### src/rtl/ldu_pkg.sv
package ldu_pkg;

    // ------------------------------------------------------------
    // Widths
    // ------------------------------------------------------------
    localparam int LDU_XLEN = 64;
    localparam int LDU_IMM_W = 16;
    localparam int LDU_RT_W = 5;
    localparam int LDU_OPC_W = 6;

    // ------------------------------------------------------------
    // Major opcodes of the load group
    // ------------------------------------------------------------
    localparam logic [5:0] LDU_OPC_HALF_U = 6'h25;
    localparam logic [5:0] LDU_OPC_LINK_W = 6'h30;
    localparam logic [5:0] LDU_OPC_LINK_D = 6'h34;
    localparam logic [5:0] LDU_OPC_UPPER = 6'h0F;
    localparam logic [5:0] LDU_OPC_WORD = 6'h23;

    // ------------------------------------------------------------
    // Alignment masks and field positions
    // ------------------------------------------------------------
    localparam logic [2:0] LDU_MASK_HALF = 3'h1;
    localparam logic [2:0] LDU_MASK_WORD = 3'h3;
    localparam logic [2:0] LDU_MASK_DBL = 3'h7;
    localparam logic [2:0] LDU_FLIP_HALF = 3'h6;
    localparam logic [2:0] LDU_FLIP_WORD = 3'h4;
    localparam int LDU_UPPER_SHIFT = 16;
    localparam int LDU_HALF_BITS = 16;
    localparam int LDU_WORD_BITS = 32;

    // ------------------------------------------------------------
    // Types
    // ------------------------------------------------------------
    typedef enum logic [3:0] {
        LDU_ST_IDLE = 4'h1,
        LDU_ST_REQ = 4'h2,
        LDU_ST_WAIT = 4'h4,
        LDU_ST_RESP = 4'h8
    } ldu_state_t;

    typedef enum logic [1:0] {
        LDU_SZ_NONE = 2'h0,
        LDU_SZ_HALF = 2'h1,
        LDU_SZ_WORD = 2'h2,
        LDU_SZ_DBL = 2'h3
    } ldu_size_t;

    typedef enum logic [2:0] {
        LDU_EXC_NONE = 3'h0,
        LDU_EXC_ADDR = 3'h1,
        LDU_EXC_REFILL = 3'h2,
        LDU_EXC_INVALID = 3'h3,
        LDU_EXC_RESERVED = 3'h4
    } ldu_exc_t;

endpackage : ldu_pkg

### src/rtl/ldu_addr_gen.sv
module ldu_addr_gen
    import ldu_pkg::*;
#(
    parameter int XLEN = LDU_XLEN
) (
    input wire logic clk, // Core clock.
    input wire logic rst_b, // Synchronous reset, active low.
    input wire logic [XLEN-1:0] base_val, // Base register contents.
    input wire logic [LDU_IMM_W-1:0] offset, // Signed offset field.
    input wire ldu_size_t size, // Access size.
    output logic [XLEN-1:0] eff_addr, // Effective address.
    output logic misaligned // Address not naturally aligned.
);

    logic [2:0] mask;

    assign eff_addr = base_val
        + {{(XLEN-LDU_IMM_W){offset[LDU_IMM_W-1]}}, offset};

    always_comb begin
        case (size)
            LDU_SZ_HALF: mask = LDU_MASK_HALF;
            LDU_SZ_WORD: mask = LDU_MASK_WORD;
            LDU_SZ_DBL: mask = LDU_MASK_DBL;
            default: mask = 3'h0;
        endcase
    end

    assign misaligned = |(eff_addr[2:0] & mask);
endmodule : ldu_addr_gen

### src/rtl/ldu_lane_extract.sv
module ldu_lane_extract
    import ldu_pkg::*;
#(
    parameter int XLEN = LDU_XLEN
) (
    input wire logic [XLEN-1:0] dw, // Doubleword from memory.
    input wire logic [2:0] addr_low, // Effective address bits 2..0.
    input wire logic big_endian, // CPU byte order high first.
    input wire ldu_size_t size, // Access size.
    output logic [XLEN-1:0] result // Extended register value.
);

    logic [2:0] lane;
    logic [XLEN-1:0] shifted;

    function automatic logic [2:0] lane_flip(ldu_size_t sz, logic be);
        case (sz)
            LDU_SZ_HALF: lane_flip = be ? LDU_FLIP_HALF : 3'h0;
            LDU_SZ_WORD: lane_flip = be ? LDU_FLIP_WORD : 3'h0;
            default: lane_flip = 3'h0;
        endcase
    endfunction : lane_flip

    assign lane = addr_low ^ lane_flip(size, big_endian);
    assign shifted = dw >> {lane, 3'b000};

    always_comb begin
        case (size)
            LDU_SZ_HALF: result = {{(XLEN-LDU_HALF_BITS){1'b0}},
                shifted[LDU_HALF_BITS-1:0]};
            LDU_SZ_WORD: result = {{(XLEN-LDU_WORD_BITS)
                {shifted[LDU_WORD_BITS-1]}}, shifted[LDU_WORD_BITS-1:0]};
            default: result = dw;
        endcase
    end

endmodule : ldu_lane_extract

### src/rtl/ldu_core.sv
module ldu_core
    import ldu_pkg::*;
#(
    parameter int XLEN = LDU_XLEN
) (
    input wire logic clk, // Core clock, 125 MHz.
    input wire logic rst_b, // Synchronous reset, active low.
    input wire logic req_valid, // Load instruction offered.
    output logic req_ready, // Unit idle, takes the instruction.
    input wire logic [LDU_OPC_W-1:0] req_opcode, // Major opcode.
    input wire logic [LDU_RT_W-1:0] req_rt, // Destination register.
    input wire logic [XLEN-1:0] req_base_val, // Base register value.
    input wire logic [LDU_IMM_W-1:0] req_offset, // Offset or immediate.
    input wire logic cpu_byte_order_high_first, // Big-endian CPU.
    output logic mem_req_valid, // Memory access request.
    input wire logic mem_req_ready, // Memory path takes request.
    output logic [XLEN-1:0] mem_vaddr, // Effective address.
    output ldu_size_t mem_size, // Access size.
    output logic mem_no_exclusive, // Miss must not fetch exclusive.
    input wire logic mem_rsp_valid, // Memory answer present.
    input wire logic [XLEN-1:0] mem_rsp_data, // Aligned doubleword.
    input wire logic mem_rsp_refill, // No mapping found.
    input wire logic mem_rsp_invalid, // Mapping marked invalid.
    output logic wb_valid, // Write rt this cycle.
    output logic [LDU_RT_W-1:0] wb_rt, // Destination register.
    output logic [XLEN-1:0] wb_data, // Value for rt.
    output logic exc_valid, // Exception this cycle.
    output ldu_exc_t exc_cause, // Exception cause.
    input wire logic link_clear, // Conditional store clears flag.
    output logic link_flag // Read-modify-write sequence open.
);

    // ------------------------------------------------------------
    // Declarations
    // ------------------------------------------------------------
    ldu_state_t state_reg;
    ldu_state_t state_next;
    ldu_size_t dec_size;
    logic dec_linked;
    logic dec_upper;
    logic dec_known;
    logic [XLEN-1:0] eff_addr;
    logic misaligned;
    logic [XLEN-1:0] lane_result;
    logic [XLEN-1:0] upper_value;
    logic take;

    logic [XLEN-1:0] ea_reg;
    ldu_size_t size_reg;
    logic linked_reg;
    logic be_reg;
    logic [LDU_RT_W-1:0] rt_reg;
    logic [XLEN-1:0] data_reg;
    ldu_exc_t exc_reg;
    logic link_reg;

    // ------------------------------------------------------------
    // Decode
    // ------------------------------------------------------------
    always_comb begin
        dec_size = LDU_SZ_NONE;
        dec_linked = 1'b0;
        dec_upper = 1'b0;
        dec_known = 1'b1;
        case (req_opcode)
            LDU_OPC_HALF_U: dec_size = LDU_SZ_HALF;
            LDU_OPC_WORD: dec_size = LDU_SZ_WORD;
            LDU_OPC_LINK_W: begin
                dec_size = LDU_SZ_WORD;
                dec_linked = 1'b1;
            end
            LDU_OPC_LINK_D: begin
                dec_size = LDU_SZ_DBL;
                dec_linked = 1'b1;
            end
            LDU_OPC_UPPER: dec_upper = 1'b1;
            default: dec_known = 1'b0;
        endcase
    end

    ldu_addr_gen #(
        .XLEN(XLEN)
    ) u_addr (
        .clk(clk),
        .rst_b(rst_b),
        .base_val(req_base_val),
        .offset(req_offset),
        .size(dec_size),
        .eff_addr(eff_addr),
        .misaligned(misaligned)
    );

    ldu_lane_extract #(
        .XLEN(XLEN)
    ) u_lane (
        .dw(mem_rsp_data),
        .addr_low(ea_reg[2:0]),
        .big_endian(be_reg),
        .size(size_reg),
        .result(lane_result)
    );

    assign upper_value = {{(XLEN-LDU_WORD_BITS){req_offset[LDU_IMM_W-1]}},
        req_offset, {LDU_UPPER_SHIFT{1'b0}}};

    assign req_ready = (state_reg == LDU_ST_IDLE);
    assign take = req_valid && req_ready;

    // ------------------------------------------------------------
    // Sequencer
    // ------------------------------------------------------------
    always_comb begin
        state_next = state_reg;
        case (state_reg)
            LDU_ST_IDLE: begin
                if (take) begin
                    if (dec_upper || !dec_known || misaligned) begin
                        state_next = LDU_ST_RESP;
                    end else begin
                        state_next = LDU_ST_REQ;
                    end
                end
            end
            LDU_ST_REQ: begin
                if (mem_req_ready) begin
                    state_next = LDU_ST_WAIT;
                end
            end
            LDU_ST_WAIT: begin
                if (mem_rsp_valid) begin
                    state_next = LDU_ST_RESP;
                end
            end
            LDU_ST_RESP: state_next = LDU_ST_IDLE;
            default: state_next = LDU_ST_IDLE;
        endcase
    end

    always_ff @(posedge clk) begin
        if (!rst_b) begin
            state_reg <= LDU_ST_IDLE;
        end else begin
            state_reg <= state_next;
        end
    end

    // Instruction fields held for the whole access.
    always_ff @(posedge clk) begin
        if (!rst_b) begin
            ea_reg <= '0;
            size_reg <= LDU_SZ_NONE;
            linked_reg <= 1'b0;
            be_reg <= 1'b0;
            rt_reg <= '0;
        end else if (take) begin
            ea_reg <= eff_addr;
            size_reg <= dec_size;
            linked_reg <= dec_linked;
            be_reg <= cpu_byte_order_high_first;
            rt_reg <= req_rt;
        end
    end

    // ------------------------------------------------------------
    // Result and exception capture
    // ------------------------------------------------------------
    always_ff @(posedge clk) begin
        if (!rst_b) begin
            data_reg <= '0;
            exc_reg <= LDU_EXC_NONE;
        end else if (take) begin
            data_reg <= upper_value;
            if (!dec_known) begin
                exc_reg <= LDU_EXC_RESERVED;
            end else if (dec_upper) begin
                exc_reg <= LDU_EXC_NONE;
            end else if (misaligned) begin
                exc_reg <= LDU_EXC_ADDR;
            end else begin
                exc_reg <= LDU_EXC_NONE;
            end
        end else if (state_reg == LDU_ST_WAIT && mem_rsp_valid) begin
            data_reg <= lane_result;
            if (mem_rsp_refill) begin
                exc_reg <= LDU_EXC_REFILL;
            end else if (mem_rsp_invalid) begin
                exc_reg <= LDU_EXC_INVALID;
            end
        end
    end

    // ------------------------------------------------------------
    // Link flag
    // ------------------------------------------------------------
    // A completing linked load wins over a clear in the same cycle, so
    // the new sequence is never lost; the flag is otherwise left alone
    // until the conditional store side clears it.
    always_ff @(posedge clk) begin
        if (!rst_b) begin
            link_reg <= 1'b0;
        end else if (state_reg == LDU_ST_RESP && linked_reg
                && exc_reg == LDU_EXC_NONE) begin
            link_reg <= 1'b1;
        end else if (link_clear) begin
            link_reg <= 1'b0;
        end
    end

    assign link_flag = link_reg;

    // ------------------------------------------------------------
    // Outputs
    // ------------------------------------------------------------
    assign mem_req_valid = (state_reg == LDU_ST_REQ);
    assign mem_vaddr = ea_reg;
    assign mem_size = size_reg;
    assign mem_no_exclusive = linked_reg;
    assign wb_valid = (state_reg == LDU_ST_RESP) && (exc_reg == LDU_EXC_NONE);
    assign wb_rt = rt_reg;
    assign wb_data = data_reg;
    assign exc_valid = (state_reg == LDU_ST_RESP) && (exc_reg != LDU_EXC_NONE);
    assign exc_cause = exc_reg;
endmodule : ldu_core

### config.mk
export PLATFORM = sky130hd
export DESIGN_NAME = ldu_core
export DESIGN_NICKNAME = d
export VERILOG_FILES = /design/src/rtl/ldu_pkg.sv /design/src/rtl/ldu_addr_gen.sv /design/src/rtl/ldu_lane_extract.sv /design/src/rtl/ldu_core.sv
export SDC_FILE = /design/constraint.sdc
export NUM_CORES = 1
export LEC_CHECK = 0
export BUFFER_PORTS_ARGS = -buffer_cell sky130_fd_sc_hd__buf_4
export CAP_MARGIN = 20
export CORE_UTILIZATION = 35
export DETAILED_ROUTE_END_ITERATION = 8
export GPL_TIMING_DRIVEN = 0
export SYNTH_ARGS = -nofsm -noshare
export SYNTH_HDL_FRONTEND = slang
export SYNTH_SLANG_ARGS = --single-unit
### constraint.sdc
create_clock -name clk -period 3.85 [get_ports clk]
set_clock_uncertainty 0.1 [all_clocks]
set_input_delay 0.1925 -clock clk [delete_from_list [all_inputs] [get_ports clk]]
set_output_delay 0.1925 -clock clk [all_outputs]
set_load 0.01 [all_outputs]
=== Yosys cells after proc, flatten, opt, wreduce, memory -nomap -nowiden ===
Cells that the tools add are included.

* Bitwise gates (word level): 3
* Equality and inequality tests: 17
* Muxes and demuxes: 25
* $add $sub $neg: 1
* Reduce and logical (&&, ||, !) cells: 21
* Shift-type cells: 1

{| class="wikitable"
|+ Operators with widths
! kind !! number
|-
| $mux W64 || 2
|-
| $pmux W64 S2 || 1
|-
| $add A64 B64 Y64 || 1
|-
| $shr A64 B6 Y32 || 1
|-
| $eq A6 B6 Y1 const B || 4
|-
| $mux W3 || 7
|-
| $mux W4 || 4
|-
| $pmux W4 S3 || 1
|-
| $pmux W3 S3 || 1
|-
| $mux W1 || 7
|-
| $eq A2 B2 Y1 const B || 3
|-
| $eq A6 B4 Y1 const B || 1
|-
| $logic_and A1 B1 Y1 || 6
|-
| $pmux W2 S3 || 1
|-
| $pmux W3 S2 || 1
|-
| $reduce_bool A3 Y1 || 2
|-
| $reduce_or A2 Y1 || 3
|-
| $reduce_or A5 Y1 || 1
|-
| $eq A2 B1 Y1 const B || 2
|-
| $eq A4 B1 Y1 const B || 1
|-
| $eq A4 B2 Y1 const B || 1
|-
| $eq A4 B3 Y1 const B || 1
|-
| $eq A4 B4 Y1 const B || 1
|-
| $ne A2 B1 Y1 const B || 2
|-
| other kinds (11) || 13
|}

* Register bits: 145
* Output and inout bits: 144

=== Logic depth before layout (Yosys ltp) ===
* Depth in word-level cells: 11
* Gate-level depth with buffers: 13
* Mapped depth without buffers: 11

=== Modules after synthesis ===
From an unflattened synthesis, not the netlist that was laid out.

* Cell total of the unflattened synthesis: 1542
* Area, all modules: 11474.8 um^2

{| class="wikitable"
|+ By module, submodules not included
! module !! times used !! sequential area each (um^2) !! cells each !! area each (um^2)
|-
| ldu_core || 1 || 2902.8 || 678 || 5353.9
|-
| ldu_addr_gen || 1 || 0.0 || 558 || 3834.9
|-
| ldu_lane_extract || 1 || 0.0 || 306 || 2285.9
|}

=== Worst setup path after synthesis ===
Ideal clock, no wire load.

* Path kind: input to register
* Start: in req_base_val[0]
* End: reg ea_reg[62], in the netlist mem_vaddr[62]
* Arrival: 2734 ps
* Buffers on the path: 0
* Data required time: 3633 ps
* Slack: 898 ps
* Cell stages on the path: 11
* Cell sequence: ha_1 -> fa_1 -> a211oi_4 -> o21ai_2 -> a211oi_2 -> nor4b_4 -> o31ai_4 -> a41oi_4 -> and4_1 -> or3_1 -> a32o_1

* Longest elaborated chain between the ends: 1

{| class="wikitable"
|+ RTL lines
! what !! RTL line !! text
|-
| start: declaration || ldu_core.sv:12 || <nowiki>input wire logic [XLEN-1:0] req_base_val,</nowiki>
|-
| $add A64 B64 Y64 || ldu_addr_gen.sv:18 || <nowiki>+ {{(XLEN-LDU_IMM_W){offset[LDU_IMM_W-1]}}, offset};</nowiki>
|-
| end signal: assignment || ldu_core.sv:156 || <nowiki>ea_reg <= eff_addr;</nowiki>
|-
| end: declaration || ldu_core.sv:48 || <nowiki>logic [XLEN-1:0] ea_reg;</nowiki>
|}

Every way passes these cells.
A chain may end at the register's enable or synchronous reset.

=== Worst setup path in the final report ===
* Start: in req_offset[0]
* End: reg ea_reg[60], in the netlist mem_vaddr[60]

* Longest elaborated chain between the ends: 1

{| class="wikitable"
|+ RTL lines
! what !! RTL line !! text
|-
| start: declaration || ldu_core.sv:13 || <nowiki>input wire logic [LDU_IMM_W-1:0] req_offset,</nowiki>
|-
| $add A64 B64 Y64 || ldu_addr_gen.sv:18 ||
|}

Every way passes these cells.

==> results.txt <==
dpl ws: 0.113 ns
routed via count: 12400
vias in the first global route: 12000
share of power burned in the clock network: 0.329
maxcap violations: 0
fin nets: 2016
peak supply drop: 0.000309 V
Psw: 0.00190 W
Final Non-Filler Cells: 2198
# port buffers: 307
final count of negative-setup-slack endpoints: 0
Row Count: 64
worst min-delay path class: in2reg
drt first pass iters: 5
GR Util All Layers: 0.289
Die H: 178 um
die area: 31600 um2
combinational share of power: 0.347
Placed Instances: 2133
Bufs on Longest Clock Path: 2
Post-synth EDFFs: 0
RSZ-0062 raised after global routing: no
first-pass GRT wire length: 69000 um
Final Cycle Share: 0.957
cells along the critical path: dlygate4sd3_1 -> buf_4 -> ha_1 -> fa_1 -> a211oi_4 -> o41ai_2 -> a221oi_2 -> nor4b_1 -> a211oi_1 -> nand2_1 -> o211ai_1 -> mux2i_1 -> o311ai_1
Setup Fix Bufs, Post-CTS: 0
wire length per cell: 21.2 um
register area: 2900 um2
area delta synth->final: 34.5%
CTS clock-pin slew for the worst setup and hold paths: 0.07 ns
post-DP HPWL: 37400 um
slowest CP cell: dlygate4sd3_1
Syn Inst Count: 1430
WS Path Type: in2reg
status: finished clean
synthesized netlist net count: 1660
Crit path max-delay family: compound AO/OA/AOI/OAI gates
Setup WS post-layout: 0.167 ns
DR vias/cell: 5.64
IO Pins: 308
final wirelength: 46500 um
Tightest Pin Transition: 0.919 ns
setup TNS: 0 ns
Starting DRT DRC Count: 965
CP Buf/Inv Count: 2
area of the multi-input gates: 7440 um2
worst-skew pair later-pin latency: 0.43 ns
Post-DRT Antenna Nets: 0
pin count of the biggest net entering global routing: 51
Worst path max stage delay: 0.57 ns
max-slew violations: 0
internal power: 0.00342 W
Post-synth top flop: dfxtp_1
Seq/Total Area, Yosys: 0.268
initial antenna violation count: 3
routability cong.: 1.00
gr ovfl total: 0
DRC viols: 0
Critical Path Sink Type: register
power per cell area: 366 nW/um2
Hold Worst Slack: 0.00536 ns
starting density of the core: 0.355
Worst Path Arrival: 3.87 ns
DIE WIDTH: 178 um
Sink Count: 145
achievable clock frequency: 0.272 GHz
Num CTS Buffers: 17
commonest non-fill, non-tap cells in the layout: 311 x buf_4, 210 x a21oi_1, 199 x nand2_1
commonest non-fill, non-tap cell in the layout: buf_4
cell leakage power: 6.15 nW
core area: 30500 um2
min cycle time layout: 3.68 ns
Overall Power: 0.00532 W
#FFs+latches synth: 145
Synth Cell Area: 10800 um2
Root Buffer Master: clkbuf_16
Critical Path Source Type: input port
CTS tree: done
share of synthesized registers carrying an async set or reset: 0
share of total power in sequential cells: 0.323
H-tree levels: 4
fillers: 3099
worst path required time: 4.04 ns
Fin. Hold Viols: 0
Sw Ratio: 0.357
Ys Warns: 0
Max transition margin: 0.385
Avg Inst Size Synth: 7.57 um2
layout cells sized above 1: 0.227
critical path fanouts, max: 4
Synth cell types: 84
==> per-layer routing <==
metal  track usage  part of all wire  vias up
met5             0                 0        -
met4         0.120             0.036        0
met3        0.0497             0.070       90
met2         0.483              0.46      531
met1         0.364              0.43     5820
li1              -                 -     5954
==> synth_stat cells, types with 3 or more instances <==
cell / number / share of area
nand2_1: 199 / 0.069
o31ai_1: 6 / 0.0042
mux2_2: 15 / 0.016
nand4_1: 21 / 0.012
a31o_2: 3 / 0.0024
o21ai_1: 32 / 0.015
mux4_2: 8 / 0.017
xor2_1: 26 / 0.021
o21bai_1: 12 / 0.0083
a221oi_1: 4 / 0.0032
inv_1: 23 / 0.0080
nor3_1: 26 / 0.012
a211oi_1: 16 / 0.011
a31oi_1: 14 / 0.0081
dfxtp_1: 145 / 0.27
o211ai_1: 30 / 0.021
o21ai_0: 95 / 0.044
nor4_1: 3 / 0.0017
nand3b_1: 4 / 0.0028
and2_1: 4 / 0.0023
nand3_1: 28 / 0.013
a21oi_1: 210 / 0.097
or3_1: 5 / 0.0029
mux2i_1: 53 / 0.049
buf_4: 4 / 0.0028
clkbuf_1: 73 / 0.025
nor2b_1: 4 / 0.0023
a221o_1: 3 / 0.0028
o2111ai_1: 3 / 0.0024
o21a_1: 4 / 0.0028
buf_2: 13 / 0.0060
a21o_1: 35 / 0.024
nor2_1: 105 / 0.036
ha_1: 65 / 0.075
and3_1: 9 / 0.0052
buf_1: 4 / 0.0014
a21boi_1: 3 / 0.0021
a32oi_1: 9 / 0.0073
a22oi_1: 17 / 0.012
a32o_1: 3 / 0.0028
a21oi_2: 3 / 0.0024
xnor2_1: 30 / 0.024
nand2b_1: 9 / 0.0052
==> worst register-to-register path, delay by kind of cell (launching register included) <==
family	cells	cell delay, ns
buffers and inverters	4	0.97
and+or+nand+nor	3	0.77
adders and majority gates	1	0.28
DFF	1	0.38
AOI/OAI and AO/OA	3	0.65
xor gates and xnor gates	1	0.42
==> final timing paths <==
check	start	endpoint	slack, ns	depth (start not counted)
worst max-delay path	req_offset[0]	mem_vaddr[60]	0.17	13
worst min-delay path	mem_rsp_data[57]	wb_data[57]	0.005	3
worst max register to register	mem_size[0]	wb_data[22]	0.24	12
worst min register to register	mem_vaddr[48]	mem_vaddr[48]	0.35	2
==> power groups by stage <==
stage                     logic, W  registers [W]  clock network (W)
after floorplan            0.00102        0.00178                  0
after global placement     0.00180        0.00175                  0
after detailed placement   0.00180        0.00175                  0
after CTS                  0.00183        0.00172            0.00178
after global routing       0.00201        0.00173            0.00185
final                      0.00185        0.00172            0.00175
==> cell type report <==
cell class,instances,share of cell area
Timing Repair Buffer,337,0.179
Clock inverter,12,0.00997
Antenna cell,3,0.000516
Inverter,24,0.00619
Buffer,96,0.0279
Sequential cell,145,0.199
Clock buffer,20,0.0314
Multi-Input combinational cell,1165,0.511
Tap cell,396,0.0340
==> logic make-up after synthesis <==
kind of cell             share of synthesized area
buffers and inverters                       0.0459
XOR/XNOR                                    0.0453
AO/OA/AOI/OAI                                0.302
flip-flops                                   0.268
adder cells (fa/ha/maj)                     0.0770
AND/OR/NAND/NOR                              0.180
multiplexers                                0.0813
==> per-stage QoR <==
stage / util / area, um2
floorplan: - / 10800
global placement: 0.446 / 13600
detailed placement: 0.446 / 13600
CTS: 0.476 / 14500
global route: 0.477 / 14500
finish: 0.477 / 14600
==> repair_timing <==
action | in CTS | in global routing
gates resized for setup | 0 | 3
hold buffers | 30 | 0
endpoints found under the hold margin | 32 | 0
setup endpoints to repair | 0 | 27
(Power assumes the default switching activity.)
